<file path="src/design/sps_pkg.sv">
package sps_pkg;

  // ****************************************************************
  // Geometry
  // ****************************************************************
  localparam int SPS_NCH        = 2;               // Serial port channels
  localparam int SPS_NPIN       = 2 * SPS_NCH;     // Synchronised pins, sck and sdi per channel
  localparam int SPS_AW         = 12;              // APB address width
  localparam int SPS_DW         = 32;              // APB data width

  // ****************************************************************
  // Register map: printed index, byte address is four times it
  // ****************************************************************
  localparam logic [SPS_NCH-1:0][9:0] SPS_STAT_IDX = {10'h199, 10'h18F};
  localparam logic [9:0] SPS_INT_STAT_IDX = 10'h1A0;
  localparam logic [9:0] SPS_INT_MASK_IDX = 10'h1A1;

  // ****************************************************************
  // Status register fields
  // ****************************************************************
  localparam int SPS_BIT_PHASE  = 7;               // input_sample_phase
  localparam int SPS_BIT_EDGE   = 6;               // Clock edge / SMBus select
  localparam int SPS_BIT_DATA   = 5;               // Data not address
  localparam int SPS_BIT_STOP   = 4;               // Stop seen last
  localparam int SPS_BIT_START  = 3;               // Start seen last
  localparam int SPS_BIT_RDWR   = 2;               // Read/write of transfer
  localparam int SPS_BIT_ADDR   = 1;               // Address update needed
  localparam int SPS_BIT_FULL   = 0;               // Buffer full
  localparam logic [7:0] SPS_STAT_RESET = 8'h00;
  localparam logic [7:0] SPS_STAT_WMASK = 8'hC0;   // Only bits 7 and 6 are writable

  // ****************************************************************
  // Interrupt events, three per channel
  // ****************************************************************
  localparam int SPS_EVT_START  = 0;
  localparam int SPS_EVT_STOP   = 1;
  localparam int SPS_EVT_BYTE   = 2;
  localparam int SPS_EVT_PER_CH = 3;
  localparam int SPS_NEVT       = SPS_EVT_PER_CH * SPS_NCH;
  localparam logic [SPS_NEVT-1:0] SPS_INT_RESET = 6'h00;
  localparam logic [1:0] SPS_EDGE_ARM = 2'h3;      // Cycles after reset before link edges count

  // ****************************************************************
  // Types
  // ****************************************************************
  typedef enum logic [3:0] {
    SPS_MODE_SPI_MASTER = 4'b0001,
    SPS_MODE_SPI_SLAVE  = 4'b0010,
    SPS_MODE_I2C_MASTER = 4'b0100,
    SPS_MODE_I2C_SLAVE  = 4'b1000
  } sps_mode_e;

  // Bus events and live flags from the rest of the serial port
  typedef struct packed {
    logic start;
    logic stop;
    logic byte_done;
    logic byte_is_data;
    logic rd_wr;
    logic addr_update;
    logic buf_full;
  } sps_evt_s;

  // Link pins of one channel
  typedef struct packed {
    logic sck;
    logic sdi;
  } sps_pins_s;

  // Controls toward the rest of the serial port
  typedef struct packed {
    logic slew_en;
    logic smbus_lvl;
    logic launch;
    logic sample;
    logic rx_bit;
  } sps_ctl_s;

  typedef struct packed {
    logic [7:0] stat;
    sps_ctl_s   ctl;
  } sps_chan_s;

  typedef struct packed {
    sps_chan_s [SPS_NCH-1:0] ch;
    logic [SPS_NEVT-1:0]     int_stat;
    logic [SPS_NEVT-1:0]     int_mask;
    logic [SPS_DW-1:0]       prdata;
    logic                    pready;
    logic                    pslverr;
    logic                    irq;
  } sps_state_s;

  typedef struct packed {
    logic [SPS_NPIN-1:0] meta;
    logic [SPS_NPIN-1:0] stab;
  } sps_sync_s;

endpackage

</file>
<file path="src/design/sps_sync.sv">
`timescale 1ns/100ps
module sps_sync (
  input  wire logic                        clk_i,
  input  wire logic                        rst_i,
  input  wire logic [sps_pkg::SPS_NPIN-1:0] d_i,
  output logic      [sps_pkg::SPS_NPIN-1:0] q_o
);
  import sps_pkg::*;

  sps_sync_s s_reg;
  sps_sync_s s_next;

  // Two stages; only the second stage reads the first
  always_comb begin
    s_next      = s_reg;
    s_next.meta = d_i;
    s_next.stab = s_reg.meta;
  end

  // State register
  always_ff @(posedge clk_i or posedge rst_i) begin
    if (rst_i) begin
      s_reg <= '0;
    end else begin
      s_reg <= s_next;
    end
  end

  assign q_o = s_reg.stab;

endmodule // sps_sync

</file>
<file path="src/design/sps_link_edge.sv">
`timescale 1ns/100ps
module sps_link_edge (
  input  wire logic clk_i,
  input  wire logic rst_i,
  input  wire logic sck_i,
  input  wire logic spi_i,
  input  wire logic master_i,
  input  wire logic idle_high_i,
  input  wire logic edge_sel_i,
  input  wire logic phase_end_i,
  output logic      launch_o,
  output logic      sample_o
);
  import sps_pkg::*;

  logic       sck_prev_reg;
  logic       sck_prev_next;
  logic [1:0] settle_reg;
  logic [1:0] settle_next;
  logic       armed;
  logic       to_active;
  logic       to_idle;

  // Edge classification against the idle level
  // Quiet until the synchroniser holds a real pin level, so an idle-high
  // clock gives no false edge after reset
  always_comb begin
    sck_prev_next = sck_i;
    settle_next   = (settle_reg == SPS_EDGE_ARM) ? settle_reg : settle_reg + 2'h1;
    armed         = (settle_reg == SPS_EDGE_ARM);
    to_active     = armed && (sck_prev_reg == idle_high_i) && (sck_i != idle_high_i);
    to_idle       = armed && (sck_prev_reg != idle_high_i) && (sck_i == idle_high_i);
  end

  // Previous serial clock level
  always_ff @(posedge clk_i or posedge rst_i) begin
    if (rst_i) begin
      sck_prev_reg <= 1'b0;
      settle_reg   <= 2'h0;
    end else begin
      sck_prev_reg <= sck_prev_next;
      settle_reg   <= settle_next;
    end
  end

  // Launch edge chosen by the edge select bit
  assign launch_o = spi_i & (edge_sel_i ? to_idle : to_active);

  // Sample at the launch edge that ends the bit, or at the edge in its middle
  assign sample_o = spi_i & ((master_i & phase_end_i) ?
                             (edge_sel_i ? to_idle : to_active) :
                             (edge_sel_i ? to_active : to_idle));

endmodule // sps_link_edge

</file>
<file path="src/design/sps_top.sv">
// Behaviour
// SPI master, phase bit set: sample input at the end of output time.
// SPI master, phase bit clear: sample input in the middle of output time.
// Software keeps the phase bit clear while a channel is SPI slave.
// I2C, phase bit set: slew rate control off.
// I2C, phase bit clear: slew rate control on.
// SPI, edge bit set: launch data on active to idle clock transition.
// SPI, edge bit clear: launch data on idle to active clock transition.
// I2C, edge bit set selects SMBus input levels, clear deselects them.
// I2C slave: data flag set after a data byte, cleared after address.
// I2C: stop flag set when stop was the last condition, else clear.
// I2C: start flag set when start was the last condition, else clear.
//
// Decided for this implementation: the APB register port.
`timescale 1ns/100ps
module sps_top (
  input  wire logic                                      CLK_I,
  input  wire logic                                      SYS_RST_I,
  input  wire logic                                      PSEL_I,
  input  wire logic                                      PENABLE_I,
  input  wire logic                                      PWRITE_I,
  input  wire logic      [sps_pkg::SPS_AW-1:0]           PADDR_I,
  input  wire logic      [sps_pkg::SPS_DW-1:0]           PWDATA_I,
  output logic           [sps_pkg::SPS_DW-1:0]           PRDATA_O,
  output logic                                           PREADY_O,
  output logic                                           PSLVERR_O,
  input  sps_pkg::sps_mode_e [sps_pkg::SPS_NCH-1:0]      MODE_I,
  input  wire logic      [sps_pkg::SPS_NCH-1:0]          CLK_IDLE_HIGH_I,
  input  sps_pkg::sps_evt_s  [sps_pkg::SPS_NCH-1:0]      EVT_I,
  input  sps_pkg::sps_pins_s [sps_pkg::SPS_NCH-1:0]      PINS_I,
  output sps_pkg::sps_ctl_s  [sps_pkg::SPS_NCH-1:0]      CTL_O,
  output logic           [sps_pkg::SPS_NCH-1:0][7:0]     STAT_O,
  output logic                                           IRQ_O
);
  import sps_pkg::*;

  // ****************************************************************
  // Declarations
  // ****************************************************************
  sps_state_s          s_reg;
  sps_state_s          s_next;
  logic [SPS_NPIN-1:0] pin_raw;
  logic [SPS_NPIN-1:0] pin_sync;
  logic [SPS_NCH-1:0]  is_spi;
  logic [SPS_NCH-1:0]  is_master;
  logic [SPS_NCH-1:0]  is_i2c;
  logic [SPS_NCH-1:0]  is_i2c_slave;
  logic [SPS_NCH-1:0]  edge_launch;
  logic [SPS_NCH-1:0]  edge_sample;
  logic                setup;
  logic                wr_en;
  logic                hit;
  logic [SPS_NCH-1:0]  sel_stat;
  logic                sel_int_stat;
  logic                sel_int_mask;
  logic [SPS_DW-1:0]   rd_data;
  logic [SPS_NEVT-1:0] int_set;
  logic [SPS_NEVT-1:0] int_clr;
  logic [7:0]          stat;

  // ****************************************************************
  // Link pins and per channel edge finders
  // ****************************************************************

  // Pack pins: sck in the even bit, sdi in the odd bit of each pair
  always_comb begin
    for (int c = 0; c < SPS_NCH; c++) begin
      pin_raw[2*c]   = PINS_I[c].sck;
      pin_raw[2*c+1] = PINS_I[c].sdi;
    end
  end

  sps_sync u_sync (
    .clk_i (CLK_I),
    .rst_i (SYS_RST_I),
    .d_i   (pin_raw),
    .q_o   (pin_sync)
  );

  // Mode decode per channel
  always_comb begin
    for (int c = 0; c < SPS_NCH; c++) begin
      is_spi[c]       = (MODE_I[c] == SPS_MODE_SPI_MASTER) ||
                        (MODE_I[c] == SPS_MODE_SPI_SLAVE);
      is_master[c]    = (MODE_I[c] == SPS_MODE_SPI_MASTER);
      is_i2c[c]       = (MODE_I[c] == SPS_MODE_I2C_MASTER) ||
                        (MODE_I[c] == SPS_MODE_I2C_SLAVE);
      is_i2c_slave[c] = (MODE_I[c] == SPS_MODE_I2C_SLAVE);
    end
  end

  // One edge finder per channel, timed by the stored configuration bits
  generate
    for (genvar g = 0; g < SPS_NCH; g++) begin : g_edge
      sps_link_edge u_edge (
        .clk_i       (CLK_I),
        .rst_i       (SYS_RST_I),
        .sck_i       (pin_sync[2*g]),
        .spi_i       (is_spi[g]),
        .master_i    (is_master[g]),
        .idle_high_i (CLK_IDLE_HIGH_I[g]),
        .edge_sel_i  (s_reg.ch[g].stat[SPS_BIT_EDGE]),
        .phase_end_i (s_reg.ch[g].stat[SPS_BIT_PHASE]),
        .launch_o    (edge_launch[g]),
        .sample_o    (edge_sample[g])
      );
    end
  endgenerate

  // ****************************************************************
  // Register address decode
  // ****************************************************************

  // One select per register, from the byte address of its index
  always_comb begin
    for (int c = 0; c < SPS_NCH; c++) begin
      sel_stat[c] = (PADDR_I == {SPS_STAT_IDX[c], 2'b00});
    end
    sel_int_stat = (PADDR_I == {SPS_INT_STAT_IDX, 2'b00});
    sel_int_mask = (PADDR_I == {SPS_INT_MASK_IDX, 2'b00});
    hit          = |sel_stat | sel_int_stat | sel_int_mask;
  end

  // Read multiplexer; an unmapped address reads zero
  always_comb begin
    rd_data = '0;
    for (int c = 0; c < SPS_NCH; c++) begin
      if (sel_stat[c]) begin
        rd_data = {24'h00_0000, s_reg.ch[c].stat};
      end
    end
    if (sel_int_stat) begin
      rd_data = {26'h0, s_reg.int_stat};
    end
    if (sel_int_mask) begin
      rd_data = {26'h0, s_reg.int_mask};
    end
  end

  // Transfer phases: setup cycle, and the write strobe at the ready edge
  always_comb begin
    setup = PSEL_I & ~PENABLE_I;
    wr_en = PSEL_I & PENABLE_I & PWRITE_I & s_reg.pready;
  end

  // ****************************************************************
  // Next state
  // ****************************************************************
  always_comb begin
    s_next  = s_reg;
    int_set = '0;
    int_clr = '0;
    stat    = '0;

    // APB answer: ready in the first access cycle, cleared after the handshake
    if (setup) begin
      s_next.pready  = 1'b1;
      s_next.pslverr = ~hit;
      s_next.prdata  = (hit && !PWRITE_I) ? rd_data : '0;
    end else begin
      s_next.pready  = 1'b0;
      s_next.pslverr = 1'b0;
    end

    // Per channel status and controls
    for (int c = 0; c < SPS_NCH; c++) begin
      stat = s_reg.ch[c].stat;

      // Software writes only the two configuration bits
      if (wr_en && sel_stat[c]) begin
        stat = (stat & ~SPS_STAT_WMASK) | (PWDATA_I[7:0] & SPS_STAT_WMASK);
      end

      // Start and stop track the last bus condition; stop wins a tie
      if (is_i2c[c]) begin
        if (EVT_I[c].start) begin
          stat[SPS_BIT_START] = 1'b1;
          stat[SPS_BIT_STOP]  = 1'b0;
        end
        if (EVT_I[c].stop) begin
          stat[SPS_BIT_STOP]  = 1'b1;
          stat[SPS_BIT_START] = 1'b0;
        end
      end else begin
        stat[SPS_BIT_STOP]  = 1'b0;                              // Reserved in SPI
        stat[SPS_BIT_START] = 1'b0;
      end

      // Data or address of the last byte, slave only
      if (is_i2c_slave[c]) begin
        if (EVT_I[c].byte_done) begin
          stat[SPS_BIT_DATA] = EVT_I[c].byte_is_data;
        end
      end else begin
        stat[SPS_BIT_DATA] = 1'b0;                               // Reserved as master
      end

      // Live flags mirrored from the rest of the port
      stat[SPS_BIT_RDWR] = EVT_I[c].rd_wr;
      stat[SPS_BIT_ADDR] = EVT_I[c].addr_update;
      stat[SPS_BIT_FULL] = EVT_I[c].buf_full;
      s_next.ch[c].stat  = stat;

      // I2C pad controls from the configuration bits
      s_next.ch[c].ctl.slew_en   = is_i2c[c] & ~s_reg.ch[c].stat[SPS_BIT_PHASE];
      s_next.ch[c].ctl.smbus_lvl = is_i2c[c] & s_reg.ch[c].stat[SPS_BIT_EDGE];

      // SPI strobes and the bit caught at the sample edge
      s_next.ch[c].ctl.launch = edge_launch[c];
      s_next.ch[c].ctl.sample = edge_sample[c];
      if (edge_sample[c]) begin
        s_next.ch[c].ctl.rx_bit = pin_sync[2*c+1];
      end

      // Bus events raise interrupt flags
      int_set[SPS_EVT_PER_CH*c+SPS_EVT_START] = is_i2c[c] & EVT_I[c].start;
      int_set[SPS_EVT_PER_CH*c+SPS_EVT_STOP]  = is_i2c[c] & EVT_I[c].stop;
      int_set[SPS_EVT_PER_CH*c+SPS_EVT_BYTE]  = is_i2c[c] & EVT_I[c].byte_done;
    end

    // Interrupt status: write one to clear, a new event wins over the clear
    if (wr_en && sel_int_stat) begin
      int_clr = PWDATA_I[SPS_NEVT-1:0];
    end
    s_next.int_stat = (s_reg.int_stat & ~int_clr) | int_set;
    if (wr_en && sel_int_mask) begin
      s_next.int_mask = PWDATA_I[SPS_NEVT-1:0];
    end
    s_next.irq = |(s_next.int_stat & s_next.int_mask);
  end

  // ****************************************************************
  // State register
  // ****************************************************************
  always_ff @(posedge CLK_I or posedge SYS_RST_I) begin
    if (SYS_RST_I) begin
      s_reg          <= '0;
      s_reg.int_stat <= SPS_INT_RESET;
      s_reg.int_mask <= SPS_INT_RESET;
      for (int c = 0; c < SPS_NCH; c++) begin
        s_reg.ch[c].stat <= SPS_STAT_RESET;
      end
    end else begin
      s_reg <= s_next;
    end
  end

  // ****************************************************************
  // Outputs, all straight from the state register
  // ****************************************************************
  always_comb begin
    for (int c = 0; c < SPS_NCH; c++) begin
      CTL_O[c]  = s_reg.ch[c].ctl;
      STAT_O[c] = s_reg.ch[c].stat;
    end
  end

  assign PRDATA_O  = s_reg.prdata;
  assign PREADY_O  = s_reg.pready;
  assign PSLVERR_O = s_reg.pslverr;
  assign IRQ_O     = s_reg.irq;

endmodule // sps_top

</file>
<file path="config.mk">
export PLATFORM = sky130hd
export DESIGN_NAME = sps_top
export DESIGN_NICKNAME = d
export VERILOG_FILES = /design/src/design/sps_pkg.sv /design/src/design/sps_sync.sv /design/src/design/sps_link_edge.sv /design/src/design/sps_top.sv
export SDC_FILE = /design/constraint.sdc
export NUM_CORES = 1
export LEC_CHECK = 0
export ABC_AREA = 1
export BUFFER_PORTS_ARGS = -buffer_cell sky130_fd_sc_hd__buf_2
export CAP_MARGIN = 40
export CORE_UTILIZATION = 44
export DETAILED_ROUTE_END_ITERATION = 12
export PLACE_DENSITY = 0.82
export SYNTH_ARGS = -nofsm -noshare
export SYNTH_HDL_FRONTEND = slang
export SYNTH_HIERARCHICAL = 1
export SYNTH_SLANG_ARGS = --single-unit
</file>
<file path="constraint.sdc">
create_clock -name CLK_I -period 1.6 [get_ports CLK_I]
set_input_delay 0.48 -clock CLK_I [delete_from_list [all_inputs] [get_ports CLK_I]]
set_output_delay 0.48 -clock CLK_I [all_outputs]
set_load 0.01 [all_outputs]
</file>
**Word level (Yosys, flattened, before mapping)**

Index checks and enable logic that the tools add are counted.

- Register bits: 87
- Logic and storage cells: 136
- Output and inout port bits: 61

- Multiplexer cells: 26
- $add $sub $neg: 2
- Reduce and logical (&&, ||, !) cells: 20
- Eq/ne operators: 26
- Bitwise gates (word level): 32

Operators by type and width:

| operator | number |
|---|---|
| two-way mux 32 bit | 3 |
| == test 12 x 11 -> 1 bit (second input constant) | 4 |
| two-way mux 6 bit | 4 |
| AND 1 bit | 20 |
| two-way mux 8 bit | 2 |
| OR 6 x 8 -> 8 bit | 2 |
| two-way mux 2 bit | 7 |
| logical AND 1 bit | 13 |
| AND 6 bit | 2 |
| two-way mux 1 bit | 10 |
| == test 4 x 1 -> 1 bit (second input constant) | 2 |
| == test 4 x 2 -> 1 bit (second input constant) | 2 |
| == test 4 x 3 -> 1 bit (second input constant) | 2 |
| == test 4 bit (second input constant) | 2 |
| inequality test 4 x 3 -> 1 bit (second input constant) | 2 |
| inequality test 3 x 2 -> 1 bit (second input constant) | 2 |
| inverter 6 bit | 1 |
| OR 6 bit | 1 |
| OR reduction 6 bit | 1 |
| adder 2 x 1 -> 2 bit (second input constant) | 2 |
| == test 1 bit | 4 |
| == test 2 bit (second input constant) | 2 |
| logical OR 1 bit | 4 |
| inequality test 1 bit | 4 |
| other kinds (4) | 8 |

**Longest topological paths before layout**

Gate-level depths: netlist of the first run.

- Depth in word-level cells: 10
- Gate-level depth with buffers: 12
- Depth with buffers taken out: 12

**Modules after synthesis**

Netlist of the first run, hierarchy kept.

By module, submodules not included:

| module | area an instance (um^2) | instances | cells each | sequential area each (um^2) |
|---|---|---|---|---|
| sps_top | 2864.0 | 1 | 345 | 1226.2 |
| sps_link_edge | 231.5 | 2 | 32 | 75.1 |
| sps_sync | 203.9 | 1 | 9 | 200.2 |

**Worst setup path after synthesis of the first run**

Ideal clock, no wire load.

- Path type: input to register
- Start: input PADDR_I[8] (netlist name)
- End: register s_reg (netlist bit IRQ_O)
- Arrival time: 1384 ps
- Cell stages on the path: 10
- Required time: 1481 ps
- Path slack: 97 ps
- Cells stage by stage: nor2_2 > nand3_4 > nor2_8 > nand3_4 > nand2_1 > nand2_2 > nand2_1 > nand2_1 > nor2_1 > nand2_1

RTL lines:

| item | line | RTL |
|---|---|---|
| from (decl) | sps_top.sv:22 | `input wire logic [sps_pkg::SPS_AW-1:0] PADDR_I,` |
| to (signal assigned) | sps_top.sv:244 | `s_reg <= s_next;` |
| to (decl) | sps_top.sv:40 | `sps_state_s s_reg;` |

**Worst setup path in the final report of the first run**

- Start: register s_reg (netlist bit STAT_O[6])
- End: output STAT_O[6] (netlist name)

RTL lines:

| item | line | RTL |
|---|---|---|
| to (decl) | sps_top.sv:32 | `output logic [sps_pkg::SPS_NCH-1:0][7:0] STAT_O,` |

No word-level cell between the ends.

==> summary.md, run 1 <==
| Metric | Value |
|---|---|
| Wire length of the first global-routing pass | between 10000 and 15000 um |
| CP top delay family | flip-flops |
| Synth async-reset ratio | 1.00 |
| Via Count | 2956 |
| CP startpoint kind | flip-flop |
| Die ar. | 8390 um2 |
| Router iterations before antenna repair | 4 |
| CP max FO | 4 |
| Worst-Skew Late Latency | around 0.34 ns |
| CTS root buf | clkbuf_8 |
| Worst R2R Setup Slack | 0.07 ns |
| DP Area | 4040 um2 |
| PwrDens | 844 nW/um2 |
| DRC | 0 |
| Synth top area share | 0.446 |
| Final slew viol count | 0 |
| Fin area | 4260 um2 |
| Slowest CP cell | dfrtp_1 |
| Post-DP HPWL | 6430 um |
| Yosys warning total | 6 |
| Gpl congestion | 0.881 |
| Fill cells | 705 |
| Crit path time final | 1.54 ns |
| Share of cells above drive strength 1 | 0.353 |
| Die Ht | 91.6 um |
| Worst VDD drop | ~0.00055 V |
| Largest register FFs | 16 |
| Syn Inst Count | between 400 and 500 |
| Cell leakage power | 2.31 nW |
| Hold Crit Class | in2async |
| MaxCap Viol Count | 0 |
| Area delta synth->final | 20.8% |
| Hold Fails Final Rpt | 0 |
| CTS clk-pin slew, worst paths | 0.07 ns |
| DR WL/cell | 12.9 um |
| Buf+Inv Stages, Crit Path | 2 |
| RSZ-0062 raised after global routing | yes |
| PortBufs | 89 |
| GRT Overall Usage | 0.207 |
| Mapped Area | 3530 um2 |
| CTS H-tree lvls | 3 |
| Max Buffers Root-to-Sink | 2 |
| Count of cell types in the netlist | 36 |
| # setup viols final | 0 |
| Drt total wl | 8010 um |
| Core Util, Final | 0.552 |
| ANT cells | 0 |
| Grt total ovfl | 0 |
| Overall Power | 0.00360 W |
| Worst-path cell chain | buf_4 -> buf_2 |
| Worst hold slack | 0.0468 ns |
| Ys flop type | dfrtp_1 |
| Largest net degree at the start of global routing | 21 |
| Vias per std cell | roughly 4.7 |
| Setup TNS | 0 ns |
| Vias in the first global route | roughly 3000 |
| Reg-to-reg startpoint | g_edge[0].u_edge/settle_reg[0] |
| Post-route clock period utilization | 0.960 |
| Core area | 7730 um2 |
| Post-synthesis register bit count | 63 |
| Most frequent cells after synthesis | 98 x nand2_1, 63 x dfrtp_1, 59 x buf_4, 39 x inv_1, 31 x nor2_1 |
| Critical path data arrival time | 1.06 ns |
| ANT nets after route | 0 |
| Initial antenna violation count | 0 |
| F_max | between 0.6 and 0.7 GHz |
| 1st-iter DRT viols | 145 |
| TritonCTS buffer count | 9 |
| Initial Utilization | 0.457 |
| CP peak stage delay | 0.43 ns |
| Post-CTS setup buffer count | 0 |
| Row cnt | 32 |
| Critical path class | reg2out |
| Worst Clk Skew | 0.0117 ns |
| I/O pin count | 138 |
| Post-Syn Area per Cell | 8.45 um2 |
| CP required | 1.12 ns |
| Crit end category | output port |
| R2r worst-path depth | 6 |
| Most frequent cell after synthesis | nand2_1 |
| Synth top area cells | dfrtp_1 45%, buf_4 13%, nand2_1 10% |
| Status | finished, final reports clean |
| RR Endpoint | CTL_O[0] |
| Die width | a little over 90 um |
| Seq/Total Area, Yosys | 0.446 |
| Post-synth EDFFs | 0 |
| Nets@finish | 596 |
| Post-synth top area cell | dfrtp_1 |
| Sink Count | 63 |
| CTS tree | done |
[per-layer routing]
layer  track usage  vias up  share of wire
li1              -     1451              -
met1         0.225     1365           0.39
met2         0.370      122           0.51
met3        0.0653       18          0.076
met4        0.0860        0          0.025
met5             0        -              0
[cell families (layout without fill, tap and decap cells)]
family	after synthesis	in the layout	share of synthesized area
adders and majority gates	2	2	0.00709
and+or+nand+nor	211	211	0.298
buffers and inverters	107	187	0.181
other	1	24	0.00106
DFF	63	63	0.446
xor gates and xnor gates	4	4	0.00992
muxes	5	5	0.0156
AOI/OAI and AO/OA	25	25	0.0415
[what timing repair did]
action | in CTS | in global routing
endpoints found under the setup margin | 1 | 2
resized for setup | 1 | 2
hold buffers | 0 | 0
[cell usage in the layout, fill, tap and decap left out, types with 2 or more instances in the layout]
cell	n
nand2_1	98
buf_2	89
dfrtp_1	63
inv_1	38
buf_4	34
nor2_1	30
conb_1	24
nand3_1	23
nand4_1	20
nand2_2	10
clkbuf_8	10
o21ai_0	9
a21oi_1	8
nor2_2	7
inv_2	5
mux2_2	4
xnor2_1	4
nor2_4	4
nor3_1	3
buf_12	3
or2_2	2
nor4_1	2
nand3b_1	2
nand3_4	2
nand2_4	2
clkinv_1	2
o21ai_2	2
clkinvlp_4	2
o211ai_1	2
clkbuf_1	2
bufinv_16	2
nand4_2	2
a21boi_0	2
ha_2	2
[cell type report]
type                            count  area (um2)  area share
Timing Repair Buffer              126         761       0.178
Sequential cell                    63        1580       0.370
Multi-Input combinational cell    271        1410       0.331
Inverter                           46         176      0.0414
Tap cell                          102         128      0.0299
Clock inverter                      3        67.6      0.0158
Clock buffer                       12         145      0.0340
[through the flow]
step,setup WS [ns],std cells
6_report,0.0634,623
5_1_grt,-0.0344,623
3_3_place_gp,-0.139,608
4_1_cts,0.0335,623
2_1_floorplan,0.0972,441
3_5_place_dp,-0.200,608
[how the worst max path moves through the flow]
| stage | start | to | slack [ns] | cells after the start |
|---|---|---|---|---|
| final | STAT_O[6] | STAT_O[6] | 0.06 | 2 |
| after floorplan | PADDR_I[8] | IRQ_O | 0.1 | 10 |
| after CTS | g_edge[1].u_edge/settle_reg[0] | CTL_O[5] | 0.03 | 6 |
| after global routing | u_sync/q_o[0] | CTL_O[0] | -0.03 | 8 |
| after global placement | PADDR_I[1] | IRQ_O | -0.14 | 12 |
| after detailed placement | MODE_I[2] | CTL_O[0] | -0.20 | 9 |
[where the power goes]
| group | leakage [nW] | switching [W] | internal, W | total (W) |
|---|---|---|---|---|
| clock | 0.103 | 0.000609 | 0.000913 | 0.00152 |
| sequential | 0.769 | 0.0000297 | 0.00165 | 0.00168 |
| combinational | 1.44 | 0.000235 | 0.000163 | 0.000397 |
Note: power is estimated with default switching activity, not from simulation.
==> run 2: changes to the inputs <==
--- a/config.mk
+++ b/config.mk
@@ -10,6 +10,7 @@
 export CAP_MARGIN = 40
 export CORE_UTILIZATION = 44
 export DETAILED_ROUTE_END_ITERATION = 12
+export MAX_ROUTING_LAYER = met4
 export PLACE_DENSITY = 0.82
 export SYNTH_ARGS = -nofsm -noshare
 export SYNTH_HDL_FRONTEND = slang
==> constraint.sdc (replaced) <==
create_clock -name CLK_I -period 1.3 [get_ports CLK_I]
set_input_delay 0.39 -clock CLK_I [delete_from_list [all_inputs] [get_ports CLK_I]]
set_output_delay 0.39 -clock CLK_I [all_outputs]
set_load 0.01 [all_outputs]
==> run 2 against run 1 <==
  * The flow now finishes with violations (setup timing)
  * Critical path type is now reg2reg
  * Largest cell class is now multi-input gates
  * Non-clock buffer count rose by 33
  * Final area rose by 12%
  * Hold slack improved by 0.10 ns
  * Combinational power rose by 45%
  * Worst setup slack got worse by 0.24 ns
  * Die area did not move
==> summary.md, run 2 (same netlist as run 1, synthesis figures left out) <==
| Metric | Value |
|---|---|
| Status | finished, violations left |
| Failing checks | setup timing |
| MaxCap Viol Count | 0 (unchanged) |
| Routed met3 length | 589 um (-3.9%) |
| DP Worst Slack | -0.375 ns (-0.176 ns) |
| Crit end category | flip-flop |
| Critical path class | reg2reg |
| Sequential power share | 0.487 (+0.021) |
| NetSw | 0.00112 W (+29%) |
| Core area | 7730 um2 (unchanged) |
| Area delta synth->final | 35.6% |
| CTS tree | done |
| Overall Power | 0.00426 W (+18%) |
| R2r worst-path depth | 8 (+2) |
| # setup viols final | 16 (+16) |
| Post-DP HPWL | 6540 um (+1.7%) |
| PwrDens | 889 nW/um2 (+5.4%) |
| Crit path time final | 1.48 ns |
| WL met2 | 4720 um (+15%) |
| Commonest non-fill, non-tap cells in the layout | 82 x buf_2, 80 x nand2_1, 63 x dfrtp_1 |
| CTS root buf | clkbuf_8 |
| CTS H-tree lvls | 3 (unchanged) |
| I/O pin count | 138 (unchanged) |
| Sink Count | 63 (unchanged) |
| TritonCTS buffer count | 9 (unchanged) |
| Worst-Skew Late Latency | 0.34 ns (about the same) |
| Max Buffers Root-to-Sink | 2 (unchanged) |
| Worst Clk Skew | 0.00903 ns (-0.00268 ns) |
| ANT nets after route | 0 (unchanged) |
| RSZ-0062 raised after global routing | yes |
| Internal power | 0.00313 W (+15%) |
| Initial Utilization | 0.457 (unchanged) |
| Wire length of the first global-routing pass | 13700 um (+2.1%) |
| DRC | 0 (unchanged) |
| Via Count | 3172 (+7.3%) |
| Post-route clock period utilization | 1.14 |
| Nets@finish | 629 (+5.5%) |
| Critical path data arrival time | 1.72 ns (+0.66 ns) |
| Die Ht | 91.6 um (unchanged) |
| Worst VDD drop | 0.000709 V (+29%) |
| Fin area | 4790 um2 (+12%) |
| Grt total ovfl | 0 (unchanged) |
| Row cnt | 32 (unchanged) |
| Drt total wl | 8910 um (+11%) |
| Largest net degree at the start of global routing | 35 (+67%) |
| Gpl congestion | 0.914 (+3.7%) |
| Highest metal used | met4 |
| WHS Path Cells | 1 |
| Combinational power share | 0.136 (+0.026) |
| Hold Fails Final Rpt | 0 (unchanged) |
| Sw Share | 0.264 (+0.0215) |
| CP required | 1.54 ns (+0.42 ns) |
| Vias in the first global route | 3127 (+1.7%) |
| Largest register FFs | 16 (unchanged) |
| Final slew viol count | 0 (unchanged) |
| Share of cells above drive strength 1 | 0.465 (+0.112) |
| Die width | 91.6 um (unchanged) |
| CP max FO | 4 (unchanged) |
| GRT Overall Usage | 0.219 (+0.0123) |
| Hold Crit Class | in2reg |
| PortBufs | 89 (unchanged) |
| CP startpoint kind | flip-flop |
| DR WL/cell | 13.6 um (+5.5%) |
| Most common cell after layout, fill and taps aside | buf_2 |
| DP Area | 4130 um2 (+2.2%) |
| Core Util, Final | 0.619 (+0.0677) |
| Initial antenna violation count | 0 (unchanged) |
| ANT cells | 0 (unchanged) |
| Final worst slack | -0.179 ns (-0.242 ns) |
| Met1 WL | 3390 um (+9.7%) |
| CTS clk-pin slew, worst paths | 0.07 ns (about the same) |
| Die ar. | 8390 um2 (unchanged) |
| Clock power frac | 0.378 (-0.045) |
| Cell leakage power | 2.55 nW (+10%) |
| F_max | 0.676 GHz |
| 1st-iter DRT viols | 180 (+24%) |
| Vias per std cell | 4.83 (+1.8%) |
| Router iterations before antenna repair | 4 (unchanged) |
## run 2: cell types whose count changed in the layout (fill, tap and decap cells not counted), moves of 4 or more
cell,before,now
nand3_2,1,7
nand3_1,23,17
buf_6,0,20
inv_1,38,32
nand2_2,10,25
buf_2,89,82
o21ai_1,0,8
inv_2,5,9
nor2_4,4,11
o21ai_0,9,1
buf_4,34,53
nand2_1,98,80
nor2_1,30,24
## run 2: power groups by stage
stage,Sequential [W],Combinational (W),Clock (W)
after floorplan,0.00209,0.000370,0
after global placement,0.00210,0.000485,0
after detailed placement,0.00211,0.000508,0
after CTS,0.00207,0.000532,0.00164
after global routing,0.00208,0.000637,0.00175
final,0.00207,0.000577,0.00161
## run 2: layout make-up
type                            count  area [um2]
Clock buffer                       12         165
Clock inverter                      4        28.8
Fill cell                         653        2940
Inverter                           46         184
Multi-Input combinational cell    271        1600
Sequential cell                    63        1580
Tap cell                          102         128
Timing Repair Buffer              159        1100
## run 2: what timing repair did
| item | CTS | global route |
|---|---|---|
| resized for setup | 22 | 48 |
| cloned | 1 | 0 |
| setup buffers | 15 | 14 |
| hold endpoints to repair | 6 | 0 |
| pin swaps | 24 | 33 |
| endpoints found under the setup margin | 13 | 33 |
| hold buffers | 1 | 0 |
## run 2: worst max-delay path: stages (launching register included)
cell,delay [ns]
dfrtp_1,0.42
inv_2,0.09
nand2_2,0.05
nand2_2,0.09
nand4_1,0.11
nand3_1,0.11
nand2_1,0.06
nor2_2,0.13
mux2_4,0.31
## run 2: through the flow
stage | std cells | hold WS [ns] | TNS, ns
after floorplan | 441 | 0.144 | -0.575
after global placement | 612 | 0.313 | -5.83
after detailed placement | 612 | 0.322 | -6.75
after CTS | 645 | 0.137 | -0.845
after global routing | 657 | 0.122 | -2.30
final | 657 | 0.148 | -0.933
## run 2: per-layer routing
layer / global-route usage / vias up
met4: 0.0714 / 0
met5: - / -
met2: 0.382 / 107
met1: 0.240 / 1521
met3: 0.0637 / 22
li1: - / 1522
## run 2: worst paths after layout
check	slack [ns]	start	end
min	0.15	PINS_I[1]	u_sync/s_next[0]
max in group asynchronous	0.28	SYS_RST_I	STAT_O[3]
min in group asynchronous	0.50	SYS_RST_I	g_edge[0].u_edge/sck_prev_reg
max	-0.18	u_sync/q_o[0]	CTL_O[0]
min reg2reg	0.35	u_sync/s_next[1]	u_sync/q_o[1]
max reg2reg	-0.18	u_sync/q_o[0]	CTL_O[0]
==> run 3: changes to the inputs <==
--- a/config.mk
+++ b/config.mk
@@ -5,13 +5,15 @@
 export SDC_FILE = /design/constraint.sdc
 export NUM_CORES = 1
 export LEC_CHECK = 0
-export ABC_AREA = 1
+export ABC_AREA = 0
 export BUFFER_PORTS_ARGS = -buffer_cell sky130_fd_sc_hd__buf_2
 export CAP_MARGIN = 40
 export CORE_UTILIZATION = 44
+export CTS_BUF_LIST = sky130_fd_sc_hd__clkbuf_2 sky130_fd_sc_hd__clkbuf_4 sky130_fd_sc_hd__clkbuf_8
 export DETAILED_ROUTE_END_ITERATION = 12
+export GPL_TIMING_DRIVEN = 0
 export MAX_ROUTING_LAYER = met4
-export PLACE_DENSITY = 0.82
+export PLACE_DENSITY = 0.84
 export SYNTH_ARGS = -nofsm -noshare
 export SYNTH_HDL_FRONTEND = slang
 export SYNTH_HIERARCHICAL = 1
==> run 3 against run 2 <==
  * The run still ends with setup timing left
  * Worst setup slack worse by 0.74 ns
  * Register-to-register slack worse by 0.70 ns
  * Clock power up 8%
  * Wire length down 12%
  * Utilization up 4.7 points
  * Final area down 4.4%
  * Sequential power about the same
  * Die area down 10%
  * Total power up 4.0%
  * Cell count down 22%
  * Critical endpoint is now IRQ_O
  * Largest cell class is now registers
  * Highest routed layer unchanged
==> summary.md, run 3 <==
| Metric | Value |
|---|---|
| Crit end category | flip-flop |
| Critical path class | in2reg |
| Failing checks | setup timing |
| Area delta synth->final | 44.9% |
| Simple-Gate Fraction of Synth Area | 0.149 (-0.148) |
| Combinational family with the most area after synthesis | buffers and inverters |
| Initial antenna violation count | 0 (unchanged) |
| Worst Clk Skew | 0.00758 ns (-0.00145 ns) |
| Post-Synth Adder-Cell Area | 0.00792 (+0.000837) |
| PortBufs | 88 (-1.1%) |
| Max Buffers Root-to-Sink | 2 (unchanged) |
| Compound-cell area share of the yosys netlist | 0.0693 (+0.0279) |
| Post-synth top area cell | dfrtp_1 |
| Post-route clock period utilization | 1.71 (+0.573) |
| Most frequent cell after synthesis | dfrtp_1 |
| DP Area | 3950 um2 (-4.4%) |
| Gpl congestion | 0.854 (-6.6%) |
| # setup viols final | 36 (+20) |
| TritonCTS buffer count | 9 (unchanged) |
| Die width | 86.7 um (-5.3%) |
| MaxCap Viol Count | 0 (unchanged) |
| Largest register FFs | 16 (unchanged) |
| ANT nets after route | 0 (unchanged) |
| Final worst slack | -0.923 ns (-0.745 ns) |
| Hold Fails Final Rpt | 0 (unchanged) |
| Grt total ovfl | 0 (unchanged) |
| Largest net degree at the start of global routing | 33 (-5.7%) |
| Most common cell after layout, fill and taps aside | dfrtp_1 |
| Worst VDD drop | 0.000674 V (-4.9%) |
| Most frequent cells after synthesis | 63 x dfrtp_1, 58 x buf_4, 16 x nand2_1, 14 x mux2_2, 14 x nor2_1 |
| RSZ-0062 raised after global routing | yes |
| Share of cells above drive strength 1 | 0.530 (+0.0653) |
| GRT Overall Usage | 0.235 (+0.0156) |
| I/O pin count | 138 (unchanged) |
| CTS tree | done |
| Post-synthesis register bit count | 63 (unchanged) |
| PwrDens | 968 nW/um2 (+8.9%) |
| Die ar. | 7520 um2 (-10%) |
| 1st-iter DRT viols | 88 (-51%) |
| Post-Syn Area per Cell | 11.3 um2 (+34%) |
| Nets@finish | 489 (-22%) |
| Post-synth EDFFs | 0 (unchanged) |
| Router iterations before antenna repair | 4 (unchanged) |
| Clock power frac | 0.393 (+0.015) |
| Sw Share | 0.255 (-0.00953) |
| Fin area | 4580 um2 (-4.4%) |
| DR WL/cell | 15.4 um (+13%) |
| R2r worst-path depth | 6 (-2) |
| Fin cells | 511 (-22%) |
| Vias in the first global route | 2626 (-16%) |
| DRC | 0 (unchanged) |
| Synth top area share | 0.499 (+0.0527) |
| Sink Count | 63 (unchanged) |
| Post-DP HPWL | 5440 um (-17%) |
| Worst hold slack | 0.148 ns (-0.000787 ns) |
| Synth async-reset ratio | 1.00 (unchanged) |
| Syn Inst Count | 279 (-33%) |
| Cell leakage power | 2.25 nW (-11%) |
| Hold Crit Class | in2reg |
| NetSw | 0.00113 W (+0.29%) |
| Row cnt | 30 (-6.3%) |
| Status | finished, violations left |
| Synth top area cells | dfrtp_1 50%, buf_4 14%, mux2_2 5.0% |
| Combinational power share | 0.141 (+0.005) |
| CTS H-tree lvls | 3 (unchanged) |
| WHS Path Cells | 1 (unchanged) |
| Count of cell types in the netlist | 46 (+28%) |
| Internal power | 0.00330 W (+5.4%) |
| Yosys warning total | 6 (unchanged) |
| ANT cells | 0 (unchanged) |
| CTS root buf | clkbuf_8 |
| Fill cells | 509 (-22%) |
| Seq/Total Area, Yosys | 0.499 (+0.0527) |
| Via Count | 2459 (-22%) |
| Mapped Area | 3160 um2 (-11%) |
| Final slew viol count | 0 (unchanged) |
| CTS clk-pin slew, worst paths | 0.08 ns (about the same) |
| CP startpoint kind | input port |
| Ys flop type | dfrtp_1 |
| Critical path data arrival time | 2.42 ns (+0.70 ns) |
| Sequential power share | 0.465 (-0.022) |
| CP required | 1.50 ns (-0.04 ns) |
| Placed insts | 487 (-20%) |
| Vias per std cell | 4.81 (-0.33%) |
| F_max | 0.450 GHz (-33%) |
| Initial Utilization | 0.460 (+0.00282) |
| Wire length of the first global-routing pass | 12600 um (-7.7%) |
| Xor and xnor fraction of the mapped netlist area | 0.0325 (+0.0226) |
| Die Ht | 86.7 um (-5.3%) |
| Worst-Skew Late Latency | 0.34 ns (about the same) |
| CP max FO | 4 (unchanged) |
| Core area | 6870 um2 (-11%) |
| Multiplexer share of the synthesized area | 0.0880 (+0.0724) |
| Crit path time final | 2.22 ns (+0.745 ns) |
| Drt total wl | 7870 um (-12%) |
| Commonest non-fill, non-tap cells in the layout | 59 x dfrtp_1, 57 x buf_4, 51 x buf_2 |
[run 3: cells by family (layout without fill, tap and decap cells)]
logic type | count (synthesis) | count (layout)
AOI/OAI and AO/OA | 29 | 29
xor gates and xnor gates | 10 | 10
adders and majority gates | 2 | 2
buffers and inverters | 70 | 183
DFF | 63 | 63
muxes | 26 | 26
other | 1 | 24
and+or+nand+nor | 78 | 78
[run 3: path summary, 6_finish.rpt]
kind	slack, ns	end	startpoint
min in group asynchronous	0.50	g_edge[0].u_edge/settle_reg[0]	SYS_RST_I
worst min-delay path	0.15	STAT_O[9]	EVT_I[8]
worst max register to register	-0.88	IRQ_O	PREADY_O
worst max-delay path	-0.92	IRQ_O	PADDR_I[5]
max in group asynchronous	0.18	STAT_O[12]	SYS_RST_I
worst min register to register	0.36	u_sync/q_o[1]	u_sync/s_next[1]
[run 3: routing by layer]
metal / routed length (um) / vias up / GRT usage / part of all wire
met5: 0 / - / - / 0
met4: 306 / 0 / 0.130 / 0.039
met3: 307 / 29 / 0.0362 / 0.039
met2: 4070 / 99 / 0.403 / 0.52
met1: 3190 / 1183 / 0.263 / 0.40
li1: - / 1148 / - / -
[run 3: what timing repair did]
action | in CTS | in global routing
endpoints found under the hold margin | 6 | 0
hold buffers | 1 | 0
setup endpoints to repair | 62 | 39
resized for setup | 55 | 15
setup buffers | 32 | 3
pin swaps | 16 | 9
[run 3: area by class of cell]
cell class	instances	area [um2]	share of cell area
plain buffers	34	290	0.0634
clock buffers	10	138	0.0301
clock inverters	6	70.1	0.0153
inverters	8	33.8	0.00738
multi-input cells	169	1360	0.297
flip-flops and latches	63	1580	0.346
well taps	96	120	0.0263
repair buffers	125	982	0.215
[run 3: through the flow]
step | utilization | setup TNS, ns | worst slack (ns) | power [W]
after floorplan | - | -16.04 | -0.984 | 0.00241
after global placement | 0.572 | -24.65 | -1.30 | 0.00259
after detailed placement | 0.575 | -26.02 | -1.40 | 0.00262
after CTS | 0.654 | -14.11 | -0.857 | 0.00442
after global routing | 0.666 | -15.73 | -0.945 | 0.00460
final | 0.666 | -14.86 | -0.923 | 0.00443
[run 3: critical path, stage by stage]
cell,delay [ns]
buf_6,0.09
or4b_4,0.54
or4_4,0.54
a221o_1,0.34
a222oi_1,0.38
nand3_1,0.14
[run 3: power groups by stage]
stage               clock network (W)  registers, W  logic (W)
global route                  0.00186       0.00206   0.000677
detailed placement                  0       0.00209   0.000529
CTS                           0.00176       0.00206   0.000603
floorplan                           0       0.00208   0.000327
global placement                    0       0.00208   0.000504
finish                        0.00174       0.00206   0.000626
